`config.mk`:
```
export PLATFORM = sky130hd
export DESIGN_NAME = ssd_serial
export DESIGN_NICKNAME = d
export VERILOG_FILES = /design/src/rtl/ssd_pkg.sv /design/src/rtl/ssd_serial.sv
export SDC_FILE = /design/constraint.sdc
export NUM_CORES = 1
export LEC_CHECK = 0
export ABC_AREA = 0
export BUFFER_PORTS_ARGS = -buffer_cell sky130_fd_sc_hd__buf_2
export CORE_ASPECT_RATIO = 0.75
export CORE_MARGIN = 2
export CORE_UTILIZATION = 50
export DETAILED_ROUTE_END_ITERATION = 12
export PLACE_DENSITY = 0.77
export SYNTH_ARGS = -nofsm -noshare
export SYNTH_HDL_FRONTEND = slang
export SYNTH_SLANG_ARGS = --single-unit
```
`constraint.sdc`:
```
create_clock -name aclk -period 2.2 [get_ports aclk]
set_input_delay 0.66 -clock aclk [delete_from_list [all_inputs] [get_ports aclk]]
set_output_delay 0.66 -clock aclk [all_outputs]
set_load 0.05 [all_outputs]
```
`src/rtl/ssd_pkg.sv`:
```
// package: register map, fields, timing for the full-duplex synchronous serial port
package ssd_pkg;
  localparam logic [7:0] CTRL_OFS    = 8'h00;
  localparam logic [7:0] STATUS_OFS  = 8'h04;
  localparam logic [7:0] TXBUF_OFS   = 8'h08;
  localparam logic [7:0] RXBUF_OFS   = 8'h0C;
  // control fields
  localparam int CTRL_START_BIT = 0;
  localparam int CTRL_FSTOP_BIT = 1;
  localparam int CTRL_ORDER_BIT = 2;
  localparam int CTRL_EXTCK_BIT = 3;
  localparam int CTRL_MODE_LSB  = 4;
  localparam logic [1:0] MODE_TXRX = 2'h2;
  // status fields
  localparam int ST_ACTIVE_BIT = 7;
  localparam int ST_SHIFT_BIT  = 6;
  localparam int ST_TXE_BIT    = 5;
  localparam int ST_RXF_BIT    = 4;
  localparam int ST_TX_UNDERRUN_FLAG_BIT  = 3;
  localparam int ST_RX_OVERRUN_FLAG_BIT  = 2;
  localparam int ST_IRQ_BIT    = 1;
  localparam logic [7:0] CTRL_RESET  = 8'h00;
  localparam logic [7:0] TXBUF_RESET = 8'hFF;
  localparam logic [7:0] RXBUF_RESET = 8'h00;
  // serial clock half period in system cycles
  localparam int CLK_HZ        = 200_000_000;
  localparam int SCK_HALF_NS   = 250;
  localparam int SCK_HALF_CYC  = (SCK_HALF_NS * (CLK_HZ / 1_000_000) + 999) / 1000;
  localparam logic [1:0] AXI_OKAY   = 2'h0;
  localparam logic [1:0] AXI_SLVERR = 2'h2;
  typedef enum logic [1:0] {SSD_IDLE, SSD_LOAD, SSD_SHIFT, SSD_WAIT} ssd_state_t;
endpackage

```
`src/rtl/ssd_serial.sv`:
```
// full-duplex synchronous serial port with AXI4-Lite register access
`timescale 1ns/1ps
`default_nettype none
module ssd_serial
  import ssd_pkg::*;
#(
  parameter int HALF_CYC = SCK_HALF_CYC
) (
  input  wire logic        aclk,
  input  wire logic        aresetn,
  input  wire logic [7:0]  s_axi_awaddr,
  input  wire logic        s_axi_awvalid,
  output logic             s_axi_awready,
  input  wire logic [31:0] s_axi_wdata,
  input  wire logic [3:0]  s_axi_wstrb,
  input  wire logic        s_axi_wvalid,
  output logic             s_axi_wready,
  output logic [1:0]       s_axi_bresp,
  output logic             s_axi_bvalid,
  input  wire logic        s_axi_bready,
  input  wire logic [7:0]  s_axi_araddr,
  input  wire logic        s_axi_arvalid,
  output logic             s_axi_arready,
  output logic [31:0]      s_axi_rdata,
  output logic [1:0]       s_axi_rresp,
  output logic             s_axi_rvalid,
  input  wire logic        s_axi_rready,
  input  wire logic        serial_clock_pin_i,
  output logic             serial_clock_pin_o,
  output logic             serial_clock_pin_oe,
  input  wire logic        serial_in_pin,
  output logic             serial_out_pin,
  output logic             serial_irq
);
  // bus state
  logic        aw_got_q, w_got_q, awready_q, wready_q;
  logic [7:0]  aw_addr_q;
  logic [31:0] w_data_q;
  logic        bvalid_q, arready_q, rvalid_q;
  logic [31:0] rdata_q;
  logic [1:0]  bresp_q, rresp_q;
  // control and status
  logic [7:0]  ctrl_q;
  logic        active_q, shiftf_q, txe_q, rxf_q, tx_underrun_flag_q, rx_overrun_flag_q, irq_q;
  logic [7:0]  txbuf_q, rxbuf_q, shreg_q;
  logic [3:0]  bitcnt_q;
  logic        rd_done_q, wr_done_q, loaded_q, pend_rise_q;
  ssd_state_t  state_q;
  // pin synchronisers
  logic        sck_s1_q, sck_s2_q, sck_s3_q, si_s1_q, si_s2_q, si_s3_q;
  // internal clock generator
  logic [15:0] div_q;
  logic        sck_int_q, sck_oe_q;
  logic        sout_q;

  wire         start_bit   = ctrl_q[CTRL_START_BIT];
  wire         lsb_first   = ctrl_q[CTRL_ORDER_BIT];
  wire         ext_clk     = ctrl_q[CTRL_EXTCK_BIT];
  wire         mode_ok     = ctrl_q[CTRL_MODE_LSB +: 2] == MODE_TXRX;
  // write and read decode
  wire         wr_fire     = aw_got_q && w_got_q && !bvalid_q;
  wire         wr_ctrl     = wr_fire && aw_addr_q == CTRL_OFS;
  wire         wr_stat     = wr_fire && aw_addr_q == STATUS_OFS;
  wire         wr_tx       = wr_fire && aw_addr_q == TXBUF_OFS;
  wire         wr_map      = aw_addr_q == CTRL_OFS || aw_addr_q == STATUS_OFS || aw_addr_q == TXBUF_OFS;
  wire         rd_fire     = s_axi_arvalid && arready_q;
  wire         rd_rx       = rd_fire && s_axi_araddr == RXBUF_OFS;
  wire         fstop       = wr_ctrl && w_data_q[CTRL_FSTOP_BIT];
  wire         half_tick   = div_q == 16'(HALF_CYC - 1);
  // serial clock edges, one per domain source
  wire         int_fall    = !ext_clk && half_tick && sck_int_q && state_q == SSD_SHIFT;
  wire         int_rise    = !ext_clk && half_tick && !sck_int_q;
  wire         ext_fall    = ext_clk && sck_s3_q && !sck_s2_q;
  wire         ext_rise    = ext_clk && !sck_s3_q && sck_s2_q;
  wire         fall        = int_fall || ext_fall;
  wire         rise        = int_rise || ext_rise;
  wire         svc_done    = (rd_done_q || rd_rx) && (wr_done_q || wr_tx);
  wire         tx_bit      = lsb_first ? shreg_q[0] : shreg_q[7];
  // external edges are seen late: take data from before the edge
  wire         si_bit      = ext_clk ? si_s3_q : si_s2_q;
  wire [7:0]   shifted     = lsb_first ? {si_bit, shreg_q[7:1]} : {shreg_q[6:0], si_bit};
  wire         last_bit    = bitcnt_q == 4'h8;
  wire         may_start   = start_bit && mode_ok && (ext_clk || !txe_q || loaded_q);
  wire         load_sh     = state_q == SSD_SHIFT && fall && bitcnt_q == 4'h0 && !(txe_q && !loaded_q);
  wire [7:0]   status_rd   = {active_q, shiftf_q, txe_q, rxf_q, tx_underrun_flag_q, rx_overrun_flag_q, irq_q, 1'b0};
  wire [31:0]  rd_mux      = s_axi_araddr == CTRL_OFS   ? {24'h0, ctrl_q} :
                             s_axi_araddr == STATUS_OFS ? {24'h0, status_rd} :
                             s_axi_araddr == RXBUF_OFS  ? {24'h0, rxbuf_q} : 32'h0;
  wire         rd_map      = s_axi_araddr == CTRL_OFS || s_axi_araddr == STATUS_OFS ||
                             s_axi_araddr == RXBUF_OFS || s_axi_araddr == TXBUF_OFS;

  // AXI4-Lite write channel
  always_ff @(posedge aclk) begin
    if (!aresetn) begin
      aw_got_q  <= 1'b0;
      w_got_q   <= 1'b0;
      awready_q <= 1'b1;
      wready_q  <= 1'b1;
      aw_addr_q <= 8'h00;
      w_data_q  <= 32'h0;
      bvalid_q  <= 1'b0;
      bresp_q   <= AXI_OKAY;
    end else begin
      if (s_axi_awvalid && !aw_got_q) begin
        aw_got_q  <= 1'b1;
        awready_q <= 1'b0;
        aw_addr_q <= s_axi_awaddr;
      end
      if (s_axi_wvalid && !w_got_q) begin
        w_got_q  <= 1'b1;
        wready_q <= 1'b0;
        w_data_q <= s_axi_wdata;
      end
      if (wr_fire) begin
        bvalid_q <= 1'b1;
        bresp_q  <= wr_map ? AXI_OKAY : AXI_SLVERR;
      end
      if (bvalid_q && s_axi_bready) begin
        bvalid_q  <= 1'b0;
        aw_got_q  <= 1'b0;
        w_got_q   <= 1'b0;
        awready_q <= 1'b1;
        wready_q  <= 1'b1;
      end
    end
  end

  // AXI4-Lite read channel
  always_ff @(posedge aclk) begin
    if (!aresetn) begin
      arready_q <= 1'b0;
      rvalid_q  <= 1'b0;
      rdata_q   <= 32'h0;
      rresp_q   <= AXI_OKAY;
    end else begin
      arready_q <= !rvalid_q && !arready_q;
      if (rd_fire) begin
        arready_q <= 1'b0;
        rvalid_q  <= 1'b1;
        rdata_q   <= rd_mux;
        rresp_q   <= rd_map ? AXI_OKAY : AXI_SLVERR;
      end else if (rvalid_q && s_axi_rready) begin
        rvalid_q <= 1'b0;
      end
    end
  end

  // pin synchronisers
  always_ff @(posedge aclk) begin
    if (!aresetn) begin
      sck_s1_q <= 1'b1;
      sck_s2_q <= 1'b1;
      sck_s3_q <= 1'b1;
      si_s1_q  <= 1'b1;
      si_s2_q  <= 1'b1;
      si_s3_q  <= 1'b1;
    end else begin
      sck_s1_q <= serial_clock_pin_i;
      sck_s2_q <= sck_s1_q;
      sck_s3_q <= sck_s2_q;
      si_s1_q  <= serial_in_pin;
      si_s2_q  <= si_s1_q;
      si_s3_q  <= si_s2_q;
    end
  end

  // internal serial clock divider; idles high outside shifting
  always_ff @(posedge aclk) begin
    if (!aresetn) begin
      div_q     <= 16'h0;
      sck_int_q <= 1'b1;
    end else if (fstop || ext_clk || state_q != SSD_SHIFT) begin
      div_q     <= 16'h0;
      sck_int_q <= 1'b1;
    end else begin
      div_q <= half_tick ? 16'h0 : div_q + 16'h1;
      if (half_tick)
        sck_int_q <= !sck_int_q;
    end
  end

  // control register and software access tracking
  always_ff @(posedge aclk) begin
    if (!aresetn) begin
      ctrl_q    <= CTRL_RESET;
      sck_oe_q  <= 1'b1;
      rd_done_q <= 1'b0;
      wr_done_q <= 1'b0;
    end else if (fstop) begin
      ctrl_q    <= {w_data_q[7:2], 2'b00};
      sck_oe_q  <= !w_data_q[CTRL_EXTCK_BIT];
      rd_done_q <= 1'b0;
      wr_done_q <= 1'b0;
    end else begin
      if (wr_ctrl) begin
        ctrl_q   <= {w_data_q[7:2], 1'b0, w_data_q[0]};
        sck_oe_q <= !w_data_q[CTRL_EXTCK_BIT];
      end
      if (state_q == SSD_WAIT && svc_done) begin
        rd_done_q <= 1'b0;
        wr_done_q <= 1'b0;
      end else begin
        // accesses count from the load of the byte in flight
        rd_done_q <= rd_rx || (rd_done_q && !load_sh);
        wr_done_q <= wr_tx || (wr_done_q && !load_sh);
      end
    end
  end

  // transfer engine
  always_ff @(posedge aclk) begin
    if (!aresetn || fstop) begin
      state_q     <= SSD_IDLE;
      active_q    <= 1'b0;
      shiftf_q    <= 1'b0;
      txe_q       <= 1'b1;
      rxf_q       <= 1'b0;
      tx_underrun_flag_q     <= 1'b0;
      rx_overrun_flag_q     <= 1'b0;
      irq_q       <= 1'b0;
      txbuf_q     <= TXBUF_RESET;
      rxbuf_q     <= RXBUF_RESET;
      shreg_q     <= 8'hFF;
      bitcnt_q    <= 4'h0;
      loaded_q    <= 1'b0;
      pend_rise_q <= 1'b0;
      sout_q      <= 1'b1;
    end else begin
      irq_q <= 1'b0;
      if (wr_tx) begin
        txbuf_q  <= w_data_q[7:0];
        txe_q    <= 1'b0;
        loaded_q <= 1'b1;
      end
      if (rd_rx) begin
        rxf_q <= 1'b0;
        if (rx_overrun_flag_q)
          rxbuf_q <= shreg_q;
      end
      if (wr_stat && !w_data_q[ST_TX_UNDERRUN_FLAG_BIT])
        tx_underrun_flag_q <= 1'b0;
      if (wr_stat && !w_data_q[ST_RX_OVERRUN_FLAG_BIT]) begin
        rx_overrun_flag_q <= 1'b0;
        rxf_q   <= 1'b0;
      end
      case (state_q)
        SSD_IDLE: begin
          sout_q <= 1'b1;
          if (may_start)
            state_q <= ext_clk ? SSD_SHIFT : SSD_LOAD;
        end
        SSD_LOAD: begin
          state_q <= SSD_SHIFT;
        end
        SSD_SHIFT: begin
          if (fall && bitcnt_q == 4'h0) begin
            active_q <= 1'b1;
            shiftf_q <= 1'b1;
            bitcnt_q <= 4'h1;
            if (txe_q && !loaded_q) begin
              tx_underrun_flag_q <= 1'b1;
              shreg_q <= shreg_q;
              sout_q  <= 1'b1;
            end else begin
              shreg_q     <= txbuf_q;
              sout_q      <= tx_underrun_flag_q ? 1'b1 : (lsb_first ? txbuf_q[0] : txbuf_q[7]);
              pend_rise_q <= 1'b1;
              loaded_q    <= wr_tx;
            end
          end else if (fall && !last_bit) begin
            bitcnt_q <= bitcnt_q + 4'h1;
            sout_q   <= tx_underrun_flag_q ? 1'b1 : tx_bit;
          end
          if (rise && bitcnt_q != 4'h0) begin
            if (pend_rise_q) begin
              txe_q       <= 1'b1;
              pend_rise_q <= 1'b0;
            end
            if (!rx_overrun_flag_q)
              shreg_q <= shifted;
            if (last_bit) begin
              shiftf_q <= 1'b0;
              bitcnt_q <= 4'h0;
              if (rxf_q && !rx_overrun_flag_q)
                rx_overrun_flag_q <= 1'b1;
              else if (!rx_overrun_flag_q) begin
                rxbuf_q <= shifted;
                rxf_q   <= 1'b1;
                irq_q   <= 1'b1;
              end
              if (!start_bit) begin
                state_q  <= SSD_IDLE;
                active_q <= 1'b0;
              end else if (!ext_clk)
                state_q <= SSD_WAIT;
            end
          end
        end
        SSD_WAIT: begin
          sout_q <= 1'b1;
          if (!start_bit) begin
            state_q  <= SSD_IDLE;
            active_q <= 1'b0;
          end else if (svc_done)
            state_q <= SSD_SHIFT;
        end
        default: state_q <= SSD_IDLE;
      endcase
    end
  end

  // outputs
  assign s_axi_awready       = awready_q;
  assign s_axi_wready        = wready_q;
  assign s_axi_bvalid        = bvalid_q;
  assign s_axi_bresp         = bresp_q;
  assign s_axi_arready       = arready_q;
  assign s_axi_rvalid        = rvalid_q;
  assign s_axi_rdata         = rdata_q;
  assign s_axi_rresp         = rresp_q;
  assign serial_clock_pin_o  = sck_int_q;
  assign serial_clock_pin_oe = sck_oe_q;
  assign serial_out_pin      = sout_q;
  assign serial_irq          = irq_q;

  // checks
  property p_sck_idle;
    @(posedge aclk) disable iff (!aresetn) state_q != SSD_SHIFT |-> ##1 sck_int_q;
  endproperty
  a_sck_idle: assert property (p_sck_idle) else $error("serial clock not idle high");

  property p_txe_clear;
    @(posedge aclk) disable iff (!aresetn) wr_tx && !fstop && !(rise && pend_rise_q) |=> !txe_q;
  endproperty
  a_txe_clear: assert property (p_txe_clear) else $error("empty flag not cleared");

  property p_rx_full;
    @(posedge aclk) disable iff (!aresetn) $rose(rxf_q) |-> irq_q;
  endproperty
  a_rx_full: assert property (p_rx_full) else $error("full without irq");

  property p_underrun_high;
    @(posedge aclk) disable iff (!aresetn) tx_underrun_flag_q && state_q == SSD_SHIFT && bitcnt_q != 4'h0 |-> sout_q;
  endproperty
  a_underrun_high: assert property (p_underrun_high) else $error("out low during underrun");

  property p_overrun_hold;
    @(posedge aclk) disable iff (!aresetn) rx_overrun_flag_q && !rd_rx && !fstop |=> $stable(rxbuf_q);
  endproperty
  a_overrun_hold: assert property (p_overrun_hold) else $error("rx buffer changed in overrun");

  property p_fstop;
    @(posedge aclk) disable iff (!aresetn) fstop |=> !active_q && !ctrl_q[CTRL_START_BIT] && txe_q && !rxf_q;
  endproperty
  a_fstop: assert property (p_fstop) else $error("force stop incomplete");

  property p_idle_out;
    @(posedge aclk) disable iff (!aresetn) state_q == SSD_IDLE ##1 state_q == SSD_IDLE |-> sout_q;
  endproperty
  a_idle_out: assert property (p_idle_out) else $error("out not high when stopped");

  property p_mode;
    @(posedge aclk) disable iff (!aresetn) state_q == SSD_IDLE && !mode_ok |=> state_q == SSD_IDLE;
  endproperty
  a_mode: assert property (p_mode) else $error("started outside full duplex mode");
endmodule // ssd_serial
`default_nettype wire

```
==> results.yml <==
clock_network:
  postCtsHoldBufs: 0
  post_cts_buffers: 0
  worstSkewPairLatency_ps: 350
  cts_sinks: 106
  clock_path_buffers: 2
  cts_tree: "built"
  cts-htree-levels: 3
  numCtsBuffers: 9
  path_clk_slew_ps: 80
  cts_root_buf: "clkbuf_16"
placement:
  dpl.hpwl_um: 8650
  dp.cells: 778
  dpl_cell_area_um2: 5520
  port_buffers: 51
  finalWeightedCongestion: 0.910
die:
  die_area_um2: 11200
  core_um2: 10200
  initial_utilization: 0.508
  die_y_um: 92.1
  io_pins: 106
  rows: 32
  die_width_um: 121
timing:
  fin_crit_ps: 2130
  min_period_over_period: 0.969
  worst_slew_pin_slew_ps: 611
  holdWs_ps: 421
  hold_violations: 0
  clock-skew-final_ps: 9.54
  relSlewSlack: 0.592
  setup_tns_ps: 0
  setup_violations: 0
  rsz0062_at_grt: "yes"
  fmax_mhz: 469
  slew_viol_final: 0
yosys:
  synth_compound_area_frac: 0.160
  synth_top_area_frac: 0.410
  ys_top_cells_by_count: "dfxtp_1 (106), nand2_1 (98), nor2_1 (49), mux2i_1 (32), buf_4 (27)"
  synth_simple_gate_area_frac: 0.230
  synth-seq-area-share: 0.410
  synth-edff-count: 0
  yosysWarnings: 0
  ys_ff_latch: 106
  muxShareOfSynthArea: 0.0794
  syn_area_um2: 5170
  yosysMostFrequentCell: "dfxtp_1"
  yosysTopAreaCell: "dfxtp_1"
  synth_xor_area_frac: 0.0237
  synth_area_per_cell_um2: 8.62
  synthFlopType: "dfxtp_1"
  ys_types: 63
  synth_top_family_by_area: "simple AND/OR/NAND/NOR gates"
  yosys.area_share.adder: 0.0218
  postSynthCellCount: 600
  synth_area_leaders: "dfxtp_1 (41%), nand2_1 (7.1%), mux2i_1 (6.2%)"
  async_reset_ff_frac: 0
setup_path:
  cp_common_cell: "nor2_1"
  slowest_stage: "dfxtp_1"
  path_max_fanout: 7
  crit_buf_inv: 0
  slowest_delay_ps: 410
  r2r-end: "active_q"
  rr_worst_depth: 7
  cp-start-kind: "flop"
  r2r_slack_ps: 70
  r2r-start: "div_q[0]"
  cp_data_required_time_ps: 2440
  critPathKind: "flop to flop"
  cp_num_cells: 7
  end_kind: "flop"
  crit_chain: "ha_1 -> nor3b_2 -> and4_2 -> a21boi_4 -> nor2_1 -> nor2_1 -> o221a_2"
  critPathTopFamily: "simple AND/OR/NAND/NOR gates"
  arrival_ps: 2380
  worstSetupEndpoint: "active_q"
  crit_start: "div_q[0]"
min_path:
  hp-class: "flop to flop"
routing:
  vias: 4426
  drc: 0
  antenna_left: 0
  viasPerCell: 5.57
  drtIter0Drc: 300
  drt_first_pass_iters: 5
  drt_wl_total_um: 12100
  wire_per_inst_um: 15.2
power_and_ir_drop:
  pwr-share-comb: 0.079
  internal-power_w: 0.00295
  seq_power_share: 0.495
  leakagePower_nw: 2.31
  peakVddDrop_mv: 0.514
  p_sw_frac: 0.262
  power_density_nw_per_um2: 680
  switchingPower_w: 0.00105
  pwr-share-clk: 0.426
layout:
  utilization: 0.579
  fill_cells: 894
  fin_area_um2: 5880
  final_cells: 794
  drive_above_1_share: 0.182
  antenna_cells: 0
  nets: 723
  area_delta_synth_final_pct: 13.8
global_route:
  grt_max_degree: 43
  grt_pass1_wl_um: 20400
  antenna_found_initial: 0
  grt-ovfl-total: 0
  grt_pass1_vias: 4163
  grtUsageTotal: 0.227
run:
  max-cap-violations: 0
status:
  status: "finished clean"
-- through the flow --
stage          power (W)  setup slack [ps]
4_1_cts          0.00401              28.2
2_1_floorplan    0.00230              58.7
6_report         0.00400              69.2
3_3_place_gp     0.00233             -36.8
5_1_grt          0.00411             -47.5
3_5_place_dp     0.00234              -129
-- routing by layer --
layer / vias to the layer above / global-route usage / part of all wire
met2: 179 / 0.376 / 0.46
li1: 2125 / - / -
met3: 25 / 0.0442 / 0.073
met1: 2097 / 0.304 / 0.45
met5: - / 0 / 0
met4: 0 / 0.0594 / 0.016
-- kinds of logic after synthesis --
kind of cell	count (synthesis)
multiplexers	40
XOR/XNOR	14
flip-flops	106
other	1
AO/OA/AOI/OAI	120
AND/OR/NAND/NOR	242
buffers and inverters	68
adder cells (fa/ha/maj)	9
-- state kept, by name, summed over array words and instances (netlist names), 2 cells and up --
signal       cells
txbuf_q          8
ctrl_q           7
rxbuf_q          8
w_data_q         8
bitcnt_q         4
shreg_q          8
s_axi_rdata      8
aw_addr_q        8
state_q          2
div_q           16
-- what timing repair did --
| action | 4_1_cts | 5_1_grt |
|---|---|---|
| hold endpoints to repair | 0 | 0 |
| gates resized for setup | 1 | 11 |
| setup endpoints to repair | 1 | 25 |
-- power by group through the flow --
stage	clock network (W)	registers [W]	logic, W
floorplan	0	0.00205	0.000245
global placement	0	0.00202	0.000305
detailed placement	0	0.00203	0.000311
CTS	0.00171	0.00198	0.000312
global route	0.00178	0.00199	0.000344
finish	0.00171	0.00198	0.000315
-- worst reg2reg max path, stage by stage, from the launching register on --
cell	delay, ps
dfxtp_1	410
ha_1	190
nor3b_2	250
and4_2	310
a21boi_4	100
nor2_1	410
nor2_1	80
o221a_2	280
-- area by class of cell --
cell class / count / area [µm²] / share of cell area
clock buffer: 9 / 225 / 0.0383
sequential: 106 / 2120 / 0.361
tap: 136 / 170 / 0.0289
timing repair buffer: 74 / 432 / 0.0734
clock inverter: 7 / 90.1 / 0.0153
multi-input combinational: 451 / 2800 / 0.477
inverter: 11 / 41.3 / 0.00702
-- placed cells by master (no fill, tap or decap), drive strengths merged, types with 17 or more instances in the layout --
cell,instances
dfxtp,106
nand2,98
a21oi,25
o21ai,21
buf,74
a21boi,26
conb,26
nor2,51
mux2i,32
nand3,17
-- how the worst min path moves through the flow --
stage	start	end	depth (start not counted)
detailed placement	sck_s1_q	sck_s2_q	1
global placement	sck_s1_q	sck_s2_q	1
floorplan	sck_s1_q	sck_s2_q	1
global route	sck_s1_q	sck_s2_q	1
finish	sck_s1_q	sck_s2_q	1
CTS	sck_s1_q	sck_s2_q	1
Power figures use the tool's default switching activity.
